**config.mk**
```make
export PLATFORM = sky130hd
export DESIGN_NAME = sls_top
export DESIGN_NICKNAME = d
export VERILOG_FILES = /design/src/shared/sls_pkg.sv /design/src/design/sls_pin_sync.sv /design/src/design/sls_top.sv
export SDC_FILE = /design/constraint.sdc
export NUM_CORES = 1
export LEC_CHECK = 0
export BUFFER_PORTS_ARGS = -buffer_cell sky130_fd_sc_hd__buf_2
export CAP_MARGIN = 25
export CORE_ASPECT_RATIO = 1.2
export CORE_MARGIN = 2
export CORE_UTILIZATION = 52
export CTS_CLUSTER_SIZE = 20
export DETAILED_ROUTE_END_ITERATION = 6
export HOLD_SLACK_MARGIN = 0.02
export PLACE_DENSITY = 0.88
export SLEW_MARGIN = 30
export SYNTH_ARGS = -nofsm -noshare
export SYNTH_HDL_FRONTEND = slang
export SYNTH_SLANG_ARGS = --single-unit
```
**constraint.sdc**
```tcl
create_clock -name clk -period 2.2 [get_ports clk]
set_input_delay 0.55 -clock clk [delete_from_list [all_inputs] [get_ports clk]]
set_output_delay 0.55 -clock clk [all_outputs]
set_load 0.01 [all_outputs]
```
**src/shared/sls_pkg.sv**
```systemverilog
/*
 * Shared constants and types for the status LED and strap pin block:
 * register numbers, field positions, reset levels and timing counts.
 * Assumes a single 20 MHz core clock and a 5-bit management register
 * number on the register port.
 */
package sls_pkg;

   ////////////////////////////////////////////////////////////////////////
   // clock and timing
   localparam int CLK_HZ        = 20_000_000;
   localparam int CLK_PER_US    = CLK_HZ / 1_000_000;
   // strap window after reset release, least time, rounded up
   localparam int STRAP_TIME_NS = 400;
   localparam int STRAP_CYCLES  = (STRAP_TIME_NS * CLK_PER_US + 999) / 1000;
   // half period of the activity blink
   localparam int BLINK_TIME_US = 50_000;
   localparam int BLINK_CYCLES  = BLINK_TIME_US * CLK_PER_US;

   ////////////////////////////////////////////////////////////////////////
   // register port
   localparam int ADDR_W = 5;
   localparam int DATA_W = 16;

   localparam logic [ADDR_W-1:0] REG_CTRL   = 5'h00;
   localparam logic [ADDR_W-1:0] REG_STRAP  = 5'h1B;
   localparam logic [ADDR_W-1:0] REG_PHYCTL = 5'h1F;

   // control register fields
   localparam int CTRL_SPEED_BIT  = 13;
   localparam int CTRL_ANEG_BIT   = 12;
   localparam int CTRL_DUPLEX_BIT = 8;
   // phy control register fields
   localparam int PHYCTL_INTPOL_BIT = 9;
   // strap status register fields
   localparam int STRAP_ADDR0_BIT = 0;
   localparam int STRAP_TEST_BIT  = 1;
   localparam int STRAP_DONE_BIT  = 2;
   localparam int STRAP_LINK_BIT  = 3;

   ////////////////////////////////////////////////////////////////////////
   // shared pins
   localparam int NUM_PINS   = 5;
   localparam int PIN_INT    = 0;
   localparam int PIN_LINK   = 1;
   localparam int PIN_SPEED  = 2;
   localparam int PIN_DUPLEX = 3;
   localparam int PIN_COL    = 4;
   // all pins carry internal pull-ups
   localparam logic [NUM_PINS-1:0] PIN_PULL_LEVEL = 5'h1F;
   // interrupt active low after reset
   localparam logic INTPOL_RESET = 1'b0;

   ////////////////////////////////////////////////////////////////////////
   // types
   typedef struct packed {
      logic linkUp;
      logic activity;
      logic speed100;
      logic fullDuplex;
      logic collision;
   } sls_status_t;

   typedef struct packed {
      logic addrBit0;
      logic testMode;
      logic speed;
      logic duplex;
      logic autoneg;
   } sls_strap_t;

   typedef enum logic { ST_STRAP, ST_RUN } sls_phase_t;

endpackage : sls_pkg

```
**src/design/sls_pin_sync.sv**
```systemverilog
/*
 * Three-stage pin synchroniser with an agreement filter.
 * Assumes pins are asynchronous to clk; the held level moves only when
 * the second and third stages agree.
 */
`timescale 1ns/1ps

module sls_pin_sync #(
   parameter int                  W   = 1,
   parameter logic [W-1:0]        RST = '0
) (
   // clock and reset
   input  wire logic          clk,
   input  wire logic          rst_n,
   // pins and filtered level
   input  wire logic [W-1:0]  pinIn,
   output logic      [W-1:0]  level
);

   logic [W-1:0] stage1;
   logic [W-1:0] stage2;
   logic [W-1:0] stage3;

   ////////////////////////////////////////////////////////////////////////
   // capture chain; stage1 feeds stage2 only
   always_ff @(posedge clk or negedge rst_n) begin
      if (!rst_n) begin
         stage1 <= RST;
         stage2 <= RST;
         stage3 <= RST;
      end else begin
         stage1 <= pinIn;
         stage2 <= stage1;
         stage3 <= stage2;
      end
   end

   // per-bit agreement filter rejects a single-cycle glitch
   genvar i;
   generate
      for (i = 0; i < W; i++) begin : g_filt
         always_ff @(posedge clk or negedge rst_n) begin
            if (!rst_n) begin
               level[i] <= RST[i];
            end else if (stage2[i] == stage3[i]) begin
               level[i] <= stage3[i];
            end
         end
      end
   endgenerate

endmodule : sls_pin_sync

```
**src/design/sls_top.sv**
```systemverilog
/*
 * Shared status pins: interrupt and four LEDs, each sampled as a strap
 * in a short window after reset release, then driven as an output.
 * Assumes board pull resistors settle before reset release, status
 * inputs come from logic on clk, and a register port with 5-bit address.
 */
`timescale 1ns/1ps

// Functional notes
// - interrupt pin polarity follows register 1f bit 9
// - interrupt pin strap becomes address bit 0
// - speed LED strap latched into control speed bit
// - speed LED low at 100, high at 10
// - duplex LED strap latched into control bit 8
// - collision LED strap latched into control bit 12
// - collision pin becomes collision output after strapping
module sls_top #(
   parameter int STRAP_CYCLES = sls_pkg::STRAP_CYCLES,
   parameter int BLINK_CYCLES = sls_pkg::BLINK_CYCLES
) (
   // clock and reset
   input  wire logic                        clk,
   input  wire logic                        rst_n,
   // register port
   input  wire logic [sls_pkg::ADDR_W-1:0]  regAddr,
   input  wire logic [sls_pkg::DATA_W-1:0]  regWdata,
   input  wire logic                        regWrite,
   input  wire logic                        regRead,
   output logic      [sls_pkg::DATA_W-1:0]  regRdata,
   // core status
   input  wire sls_pkg::sls_status_t        linkStatus,
   input  wire logic                        irqReq,
   // interrupt / address strap pin
   input  wire logic                        intPinIn,
   output logic                             intPinOut,
   output logic                             intPinOe,
   // link and activity LED pin
   input  wire logic                        linkActivityLedIn,
   output logic                             linkActivityLedOut,
   output logic                             linkActivityLedOe,
   // speed LED pin
   input  wire logic                        speedLedIn,
   output logic                             speedLedOut,
   output logic                             speedLedOe,
   // duplex LED pin
   input  wire logic                        duplexLedIn,
   output logic                             duplexLedOut,
   output logic                             duplexLedOe,
   // collision LED pin
   input  wire logic                        collisionLedIn,
   output logic                             collisionLedOut,
   output logic                             collisionLedOe,
   // latched configuration
   output logic                             phyAddrBit0Strap,
   output logic                             testModeStrap,
   output logic                             speedSelect,
   output logic                             duplexMode,
   output logic                             autonegEnableBit,
   output logic                             strapDone
);

   localparam int SW = $clog2(STRAP_CYCLES + 1);
   localparam int BW = $clog2(BLINK_CYCLES + 1);

   sls_pkg::sls_phase_t          phase;
   logic [SW-1:0]                strapCnt;
   logic [BW-1:0]                blinkCnt;
   logic                         blinkPhase;
   logic                         intPol;
   logic                         strapEnd;
   logic [sls_pkg::NUM_PINS-1:0] pinRaw;
   logic [sls_pkg::NUM_PINS-1:0] pinLevel;
   sls_pkg::sls_strap_t          strapNow;

   ////////////////////////////////////////////////////////////////////////
   // pin sampling
   assign pinRaw[sls_pkg::PIN_INT]    = intPinIn;
   assign pinRaw[sls_pkg::PIN_LINK]   = linkActivityLedIn;
   assign pinRaw[sls_pkg::PIN_SPEED]  = speedLedIn;
   assign pinRaw[sls_pkg::PIN_DUPLEX] = duplexLedIn;
   assign pinRaw[sls_pkg::PIN_COL]    = collisionLedIn;

   sls_pin_sync #(
      .W   (sls_pkg::NUM_PINS),
      .RST (sls_pkg::PIN_PULL_LEVEL)
   ) u_sync (
      .clk   (clk),
      .rst_n (rst_n),
      .pinIn (pinRaw),
      .level (pinLevel)
   );

   // strap view of the filtered pins
   assign strapNow.addrBit0 = pinLevel[sls_pkg::PIN_INT];
   assign strapNow.testMode = ~pinLevel[sls_pkg::PIN_LINK];
   assign strapNow.speed    = pinLevel[sls_pkg::PIN_SPEED];
   assign strapNow.duplex   = pinLevel[sls_pkg::PIN_DUPLEX];
   assign strapNow.autoneg  = pinLevel[sls_pkg::PIN_COL];

   ////////////////////////////////////////////////////////////////////////
   // strap window: pins float for STRAP_CYCLES after release, since a
   // reset flop may not capture a pin; covers the synchroniser depth
   assign strapEnd = (phase == sls_pkg::ST_STRAP) &&
                     (strapCnt == SW'(STRAP_CYCLES - 1));

   always_ff @(posedge clk or negedge rst_n) begin
      if (!rst_n) begin
         phase    <= sls_pkg::ST_STRAP;
         strapCnt <= '0;
      end else if (strapEnd) begin
         phase    <= sls_pkg::ST_RUN;
      end else if (phase == sls_pkg::ST_STRAP) begin
         strapCnt <= strapCnt + SW'(1);
      end
   end

   // strap-only results
   always_ff @(posedge clk or negedge rst_n) begin
      if (!rst_n) begin
         phyAddrBit0Strap <= 1'b0;
         testModeStrap    <= 1'b0;
         strapDone        <= 1'b0;
      end else if (strapEnd) begin
         phyAddrBit0Strap <= strapNow.addrBit0;
         testModeStrap    <= strapNow.testMode;
         strapDone        <= 1'b1;
      end
   end

   ////////////////////////////////////////////////////////////////////////
   // control register 0; strap load wins over a write in the same cycle
   always_ff @(posedge clk or negedge rst_n) begin
      if (!rst_n) begin
         speedSelect      <= 1'b0;
         duplexMode       <= 1'b0;
         autonegEnableBit <= 1'b0;
      end else if (strapEnd) begin
         speedSelect      <= strapNow.speed;
         duplexMode       <= strapNow.duplex;
         autonegEnableBit <= strapNow.autoneg;
      end else if (regWrite && regAddr == sls_pkg::REG_CTRL) begin
         speedSelect      <= regWdata[sls_pkg::CTRL_SPEED_BIT];
         duplexMode       <= regWdata[sls_pkg::CTRL_DUPLEX_BIT];
         autonegEnableBit <= regWdata[sls_pkg::CTRL_ANEG_BIT];
      end
   end

   // interrupt polarity, register 1f
   always_ff @(posedge clk or negedge rst_n) begin
      if (!rst_n) begin
         intPol <= sls_pkg::INTPOL_RESET;
      end else if (regWrite && regAddr == sls_pkg::REG_PHYCTL) begin
         intPol <= regWdata[sls_pkg::PHYCTL_INTPOL_BIT];
      end
   end

   ////////////////////////////////////////////////////////////////////////
   // read mux; unmapped numbers read zero
   function automatic logic [sls_pkg::DATA_W-1:0] readMux(
      input logic [sls_pkg::ADDR_W-1:0] addr
   );
      logic [sls_pkg::DATA_W-1:0] d;
      d = '0;
      if (addr == sls_pkg::REG_CTRL) begin
         d[sls_pkg::CTRL_SPEED_BIT]  = speedSelect;
         d[sls_pkg::CTRL_DUPLEX_BIT] = duplexMode;
         d[sls_pkg::CTRL_ANEG_BIT]   = autonegEnableBit;
      end else if (addr == sls_pkg::REG_PHYCTL) begin
         d[sls_pkg::PHYCTL_INTPOL_BIT] = intPol;
      end else if (addr == sls_pkg::REG_STRAP) begin
         d[sls_pkg::STRAP_ADDR0_BIT] = phyAddrBit0Strap;
         d[sls_pkg::STRAP_TEST_BIT]  = testModeStrap;
         d[sls_pkg::STRAP_DONE_BIT]  = strapDone;
         d[sls_pkg::STRAP_LINK_BIT]  = linkStatus.linkUp;
      end
      return d;
   endfunction : readMux

   // read data valid only in the cycle after the strobe
   always_ff @(posedge clk or negedge rst_n) begin
      if (!rst_n) begin
         regRdata <= '0;
      end else if (regRead) begin
         regRdata <= readMux(regAddr);
      end else begin
         regRdata <= '0;
      end
   end

   ////////////////////////////////////////////////////////////////////////
   // activity blink; counter idles without traffic to save toggling
   always_ff @(posedge clk or negedge rst_n) begin
      if (!rst_n) begin
         blinkCnt   <= '0;
         blinkPhase <= 1'b0;
      end else if (!(linkStatus.linkUp && linkStatus.activity)) begin
         blinkCnt   <= '0;
         blinkPhase <= 1'b0;
      end else if (blinkCnt == BW'(BLINK_CYCLES - 1)) begin
         blinkCnt   <= '0;
         blinkPhase <= ~blinkPhase;
      end else begin
         blinkCnt   <= blinkCnt + BW'(1);
      end
   end

   ////////////////////////////////////////////////////////////////////////
   // pin drivers: released during reset and strap window
   always_ff @(posedge clk or negedge rst_n) begin
      if (!rst_n) begin
         intPinOut          <= 1'b1;
         intPinOe           <= 1'b0;
         linkActivityLedOut <= 1'b1;
         linkActivityLedOe  <= 1'b0;
         speedLedOut        <= 1'b1;
         speedLedOe         <= 1'b0;
         duplexLedOut       <= 1'b1;
         duplexLedOe        <= 1'b0;
         collisionLedOut    <= 1'b1;
         collisionLedOe     <= 1'b0;
      end else if (phase == sls_pkg::ST_RUN) begin
         intPinOut          <= irqReq ? intPol : ~intPol;
         intPinOe           <= 1'b1;
         linkActivityLedOut <= ~linkStatus.linkUp | blinkPhase;
         linkActivityLedOe  <= 1'b1;
         speedLedOut        <= ~linkStatus.speed100;
         speedLedOe         <= 1'b1;
         duplexLedOut       <= ~linkStatus.fullDuplex;
         duplexLedOe        <= 1'b1;
         collisionLedOut    <= ~linkStatus.collision;
         collisionLedOe     <= 1'b1;
      end
   end
endmodule : sls_top

```
==> results.env <==
PRE_CTS_SLACK_NS=0.142
RSZ_0062_RAISED_AFTER_GLOBAL_ROUTING='false'
WORST_CLOCK_SKEW_ON_THE_FINAL_LAYOUT_NS=0.0117
CRITPATHMAXFANOUT=20
NUM_ROWS=28
CRITPATHLAUNCH='blinkCnt[13]'
DRT_WL_TOTAL_UM=4790
DETAIL_ROUTE.VIAS_PER_CELL=5.34
START_KIND='register'
NUMBER_OF_GLOBAL_ROUTE_VIAS_BEFORE_REPAIR=1810
TIMING.FMAX_MHz=481
CLOCK_INSERTION_DELAY_WORST_SKEW_NS=0.35
CLKSINKCOUNT=66
STATUS='finished, final reports clean'
YS_TOP_CELLS_BY_AREA='sky130_fd_sc_hd__dfrtp_1 38%, sky130_fd_sc_hd__dfstp_2 24%, sky130_fd_sc_hd__buf_4 3.3%, sky130_fd_sc_hd__xor2_1 2.6%, sky130_fd_sc_hd__nor2_1 2.5%'
DRT_PASS1_ITERATIONS=4
UTILIZATION_PCT=63.8
P_LEAK_nW=1.44
DRV.MAX_CAP_VIOLATION_COUNT=0
CP_NUM_CELLS=5
NUMPORTBUFFERS=47
SHARE_SEQ_OF_TOTAL_POWER_PCT=53.3
CTS_BUFFERS=9
ROUTABILITYCONGESTION=0.776
NETLIST.TOP_CELL.BY_AREA='sky130_fd_sc_hd__dfrtp_1'
FINAL.PERIOD_UTILIZATION_PCT=94.5
POSTSYNTHAREAPERCELL_UM2=11.9
SYNTH_ENABLE_FLOP_CELLS=0
GLOBALROUTETOTALUTIL_PCT=18.1
FINISH.NET_COUNT=317
POWER.SWITCHING_mW=0.585
PROPORTION_OF_POWER_DRAWN_BY_THE_CLOCK_NETWORK_PCT=40.7
DESIGN_POWER_TOTAL_mW=2.49
WORST_HOLD_SLACK_NS=0.191
DIE_H_UM=83.0
CRITICAL-PATH-SLOWEST-CELL='sky130_fd_sc_hd__or4_1'
LAYOUT-AREA-OVERHEAD-VS-SYNTH_PCT=17.3
FINAL_CELLS=344
SYN_INST=228
SYNTHESIS.AREA_MM2=0.00270
FP.DIEW_UM=69.8
POST-ROUTE-MIN-PERIOD_NS=2.08
HTREEDEPTH=3
FINALSETUPVIOLATIONS=0
COMBPWRFRAC_PCT=6.0
CRITPATHMAXSTAGEDELAY_NS=0.53
CRITPATHBUFINV=1
CTS.REPAIR_TIMING.SETUP_BUFFER_COUNT=0
REG2REG_FROM='blinkCnt[13]'
GRT_ANTENNA_BEFORE_REPAIR=0
DETAIL-ROUTE-ANTENNA-NETS=0
ASYNCSETRESETFLOPFRACSYNTH_PCT=100
CTS_HOLD_REPAIR.BUFFERS=0
BUSIEST_LAYER='met2'
YOSYS_REG_BITS=66
PATH_DELAY_FAMILY='simple AND/OR/NAND/NOR gates'
GR-USAGE-MET2_PCT=29.5
SYNTH_MOST_COMMON_CELL='sky130_fd_sc_hd__dfrtp_1'
CTS-RESIZED-GATES=0
POST_ROUTE_CELL_AREA_MM2=0.00317
REPORT.FINAL.SLEW_VIOL_COUNT=0
R2R_CELLS=5
REMAINING_DRC_ERRORS=0
SYNTH.CELLS.MOST_FREQUENT='41 x sky130_fd_sc_hd__dfrtp_1, 25 x sky130_fd_sc_hd__dfstp_2, 18 x sky130_fd_sc_hd__nor2_1'
PLACE_AREA_MM2=0.00296
SYNTH_TOP_FLOP_CELL='sky130_fd_sc_hd__dfrtp_1'
PWR_DENSITY_CELL_mW_PER_MM2=784
CLKSLEWWORSTSETUPHOLDPATHS_NS=0.08
DP_CELLS=328
MET1_USAGE_IN_GLOBAL_ROUTING_PCT=20.9
DESIGN.PORTCOUNT=68
FIN_WS_NS=0.121
GRT_OVERFLOW=0
HOLDCRITPATHCLASS='input pin to asynchronous set/reset pin'
MET3_USAGE_PCT=3.88
CLOCK_TREE.ROOT_CELL='sky130_fd_sc_hd__clkbuf_8'
HPWL_UM=3220
TRITONCTS_CLOCK_TREE='done'
HOLD_VIOLATIONS=0
VIAS=1837
WORST-ENDPOINT-REQUIRED_NS=2.42
DIE_AREA_MM2=0.00579
PATH_CLASS='register to register'
DETAIL_ROUTE.WL_PER_CELL_UM=13.9
SYNTH_WARNINGS=0
NUM_ANTENNA_CELLS=0
FINALSETUPTNS_NS=0
SEQ_AREA_FRAC_SYNTH_PCT=62.2
PEAKVDDDROP_V=0.000473
CRITICAL_PATH.CELL_CHAIN='or4_1 -> or4_4 -> o21bai_1 -> buf_4 -> nor2_1'
WIRE_LENGTH_OF_THE_FIRST_GLOBAL_ROUTING_PASS_UM=8160
DISTINCT_CELL_TYPE_COUNT_AFTER_SYNTHESIS=35
CLOCK_BUFFER_DEPTH=2
PLACEABLECOREAREA_MM2=0.00497
ENDPOINT_KIND='register'
LAYOUT-DRIVE-GT1-SHARE_PCT=35.2
GRT_MAX_DEGREE=67
CELL_INTERNAL_PWR_mW=1.90
ARRIVAL_NS=2.30
ITERATION_0_DRC_MARKERS=83
SWSHARE_PCT=23.6
INITIAL_CORE_UTIL_PCT=54.4
SYNTHDOMINANTCELLAREASHARE_PCT=37.9
## per-layer routing
metal | share of wire (%) | vias to the layer above
met5 | 0 | -
li1 | - | 863
met4 | 2.9 | 0
met1 | 40 | 896
met2 | 52 | 66
met3 | 5.4 | 12
## cell type report
class	instances	area (um2)
multi-input cells	143	902
clock inverters	4	31.3
fillers	376	1800
flip-flops and latches	66	1680
repair buffers	50	270
inverters	9	33.8
well taps	60	75.1
clock buffers	12	176
## worst register-to-register path, delay by kind of cell (launching register included)
| family | cells | cell delay, ns |
|---|---|---|
| AO/OA/AOI/OAI | 1 | 0.15 |
| buffers and inverters | 1 | 0.26 |
| flip-flops | 1 | 0.43 |
| AND/OR/NAND/NOR | 3 | 1.13 |
## power groups by stage
| stage | logic (mW) | clock network, mW | registers (mW) |
|---|---|---|---|
| 5_1_grt | 0.166 | 1.09 | 1.33 |
| 3_5_place_dp | 0.150 | 0 | 1.35 |
| 6_report | 0.148 | 1.01 | 1.32 |
| 4_1_cts | 0.151 | 1.04 | 1.32 |
| 3_3_place_gp | 0.146 | 0 | 1.34 |
| 2_1_floorplan | 0.0646 | 0 | 1.35 |
## sequential cells by signal, indices dropped and copies added, names as in the netlist, 4 cells and up
name           flops
u_sync.stage2      5
strapCnt           4
blinkCnt          20
u_sync.stage1      5
regRdata           8
u_sync.stage3      5
u_sync.level       5
## cell usage in the layout (no fill, tap or decap), types with 4 or more instances in the layout
| master | count |
|---|---|
| sky130_fd_sc_hd__maj3_1 | 5 |
| sky130_fd_sc_hd__conb_1 | 8 |
| sky130_fd_sc_hd__o21ai_0 | 8 |
| sky130_fd_sc_hd__nand3_1 | 7 |
| sky130_fd_sc_hd__clkbuf_8 | 11 |
| sky130_fd_sc_hd__nand2_1 | 16 |
| sky130_fd_sc_hd__or4_1 | 7 |
| sky130_fd_sc_hd__and3_1 | 4 |
| sky130_fd_sc_hd__a21oi_1 | 9 |
| sky130_fd_sc_hd__xnor2_1 | 6 |
| sky130_fd_sc_hd__buf_2 | 47 |
| sky130_fd_sc_hd__xor2_1 | 8 |
| sky130_fd_sc_hd__and2_1 | 8 |
| sky130_fd_sc_hd__dfrtp_1 | 41 |
| sky130_fd_sc_hd__mux2_2 | 5 |
| sky130_fd_sc_hd__nor2_1 | 18 |
| sky130_fd_sc_hd__dfstp_2 | 25 |
| sky130_fd_sc_hd__mux2i_1 | 6 |
| sky130_fd_sc_hd__inv_1 | 9 |
| sky130_fd_sc_hd__nand4_1 | 8 |
## final timing paths
check | end | slack [ns]
min in group clk | u_sync.stage1[1] | 0.30
max in group asynchronous | linkActivityLedOut | 1.67
hold reg to reg | u_sync.stage2[2] | 0.35
setup reg to reg | blinkCnt[5] | 0.12
setup / recovery | blinkCnt[5] | 0.12
hold / removal | autonegEnableBit | 0.19
## cell families after synthesis
group / share of synthesized area, %
XOR/XNOR: 4.54
AO/OA/AOI/OAI: 4.81
flip-flops: 62.2
other: 0.139
multiplexers: 4.30
AND/OR/NAND/NOR: 15.8
buffers and inverters: 5.37
adder cells (fa/ha/maj): 2.78
(Power assumes the default switching activity.)
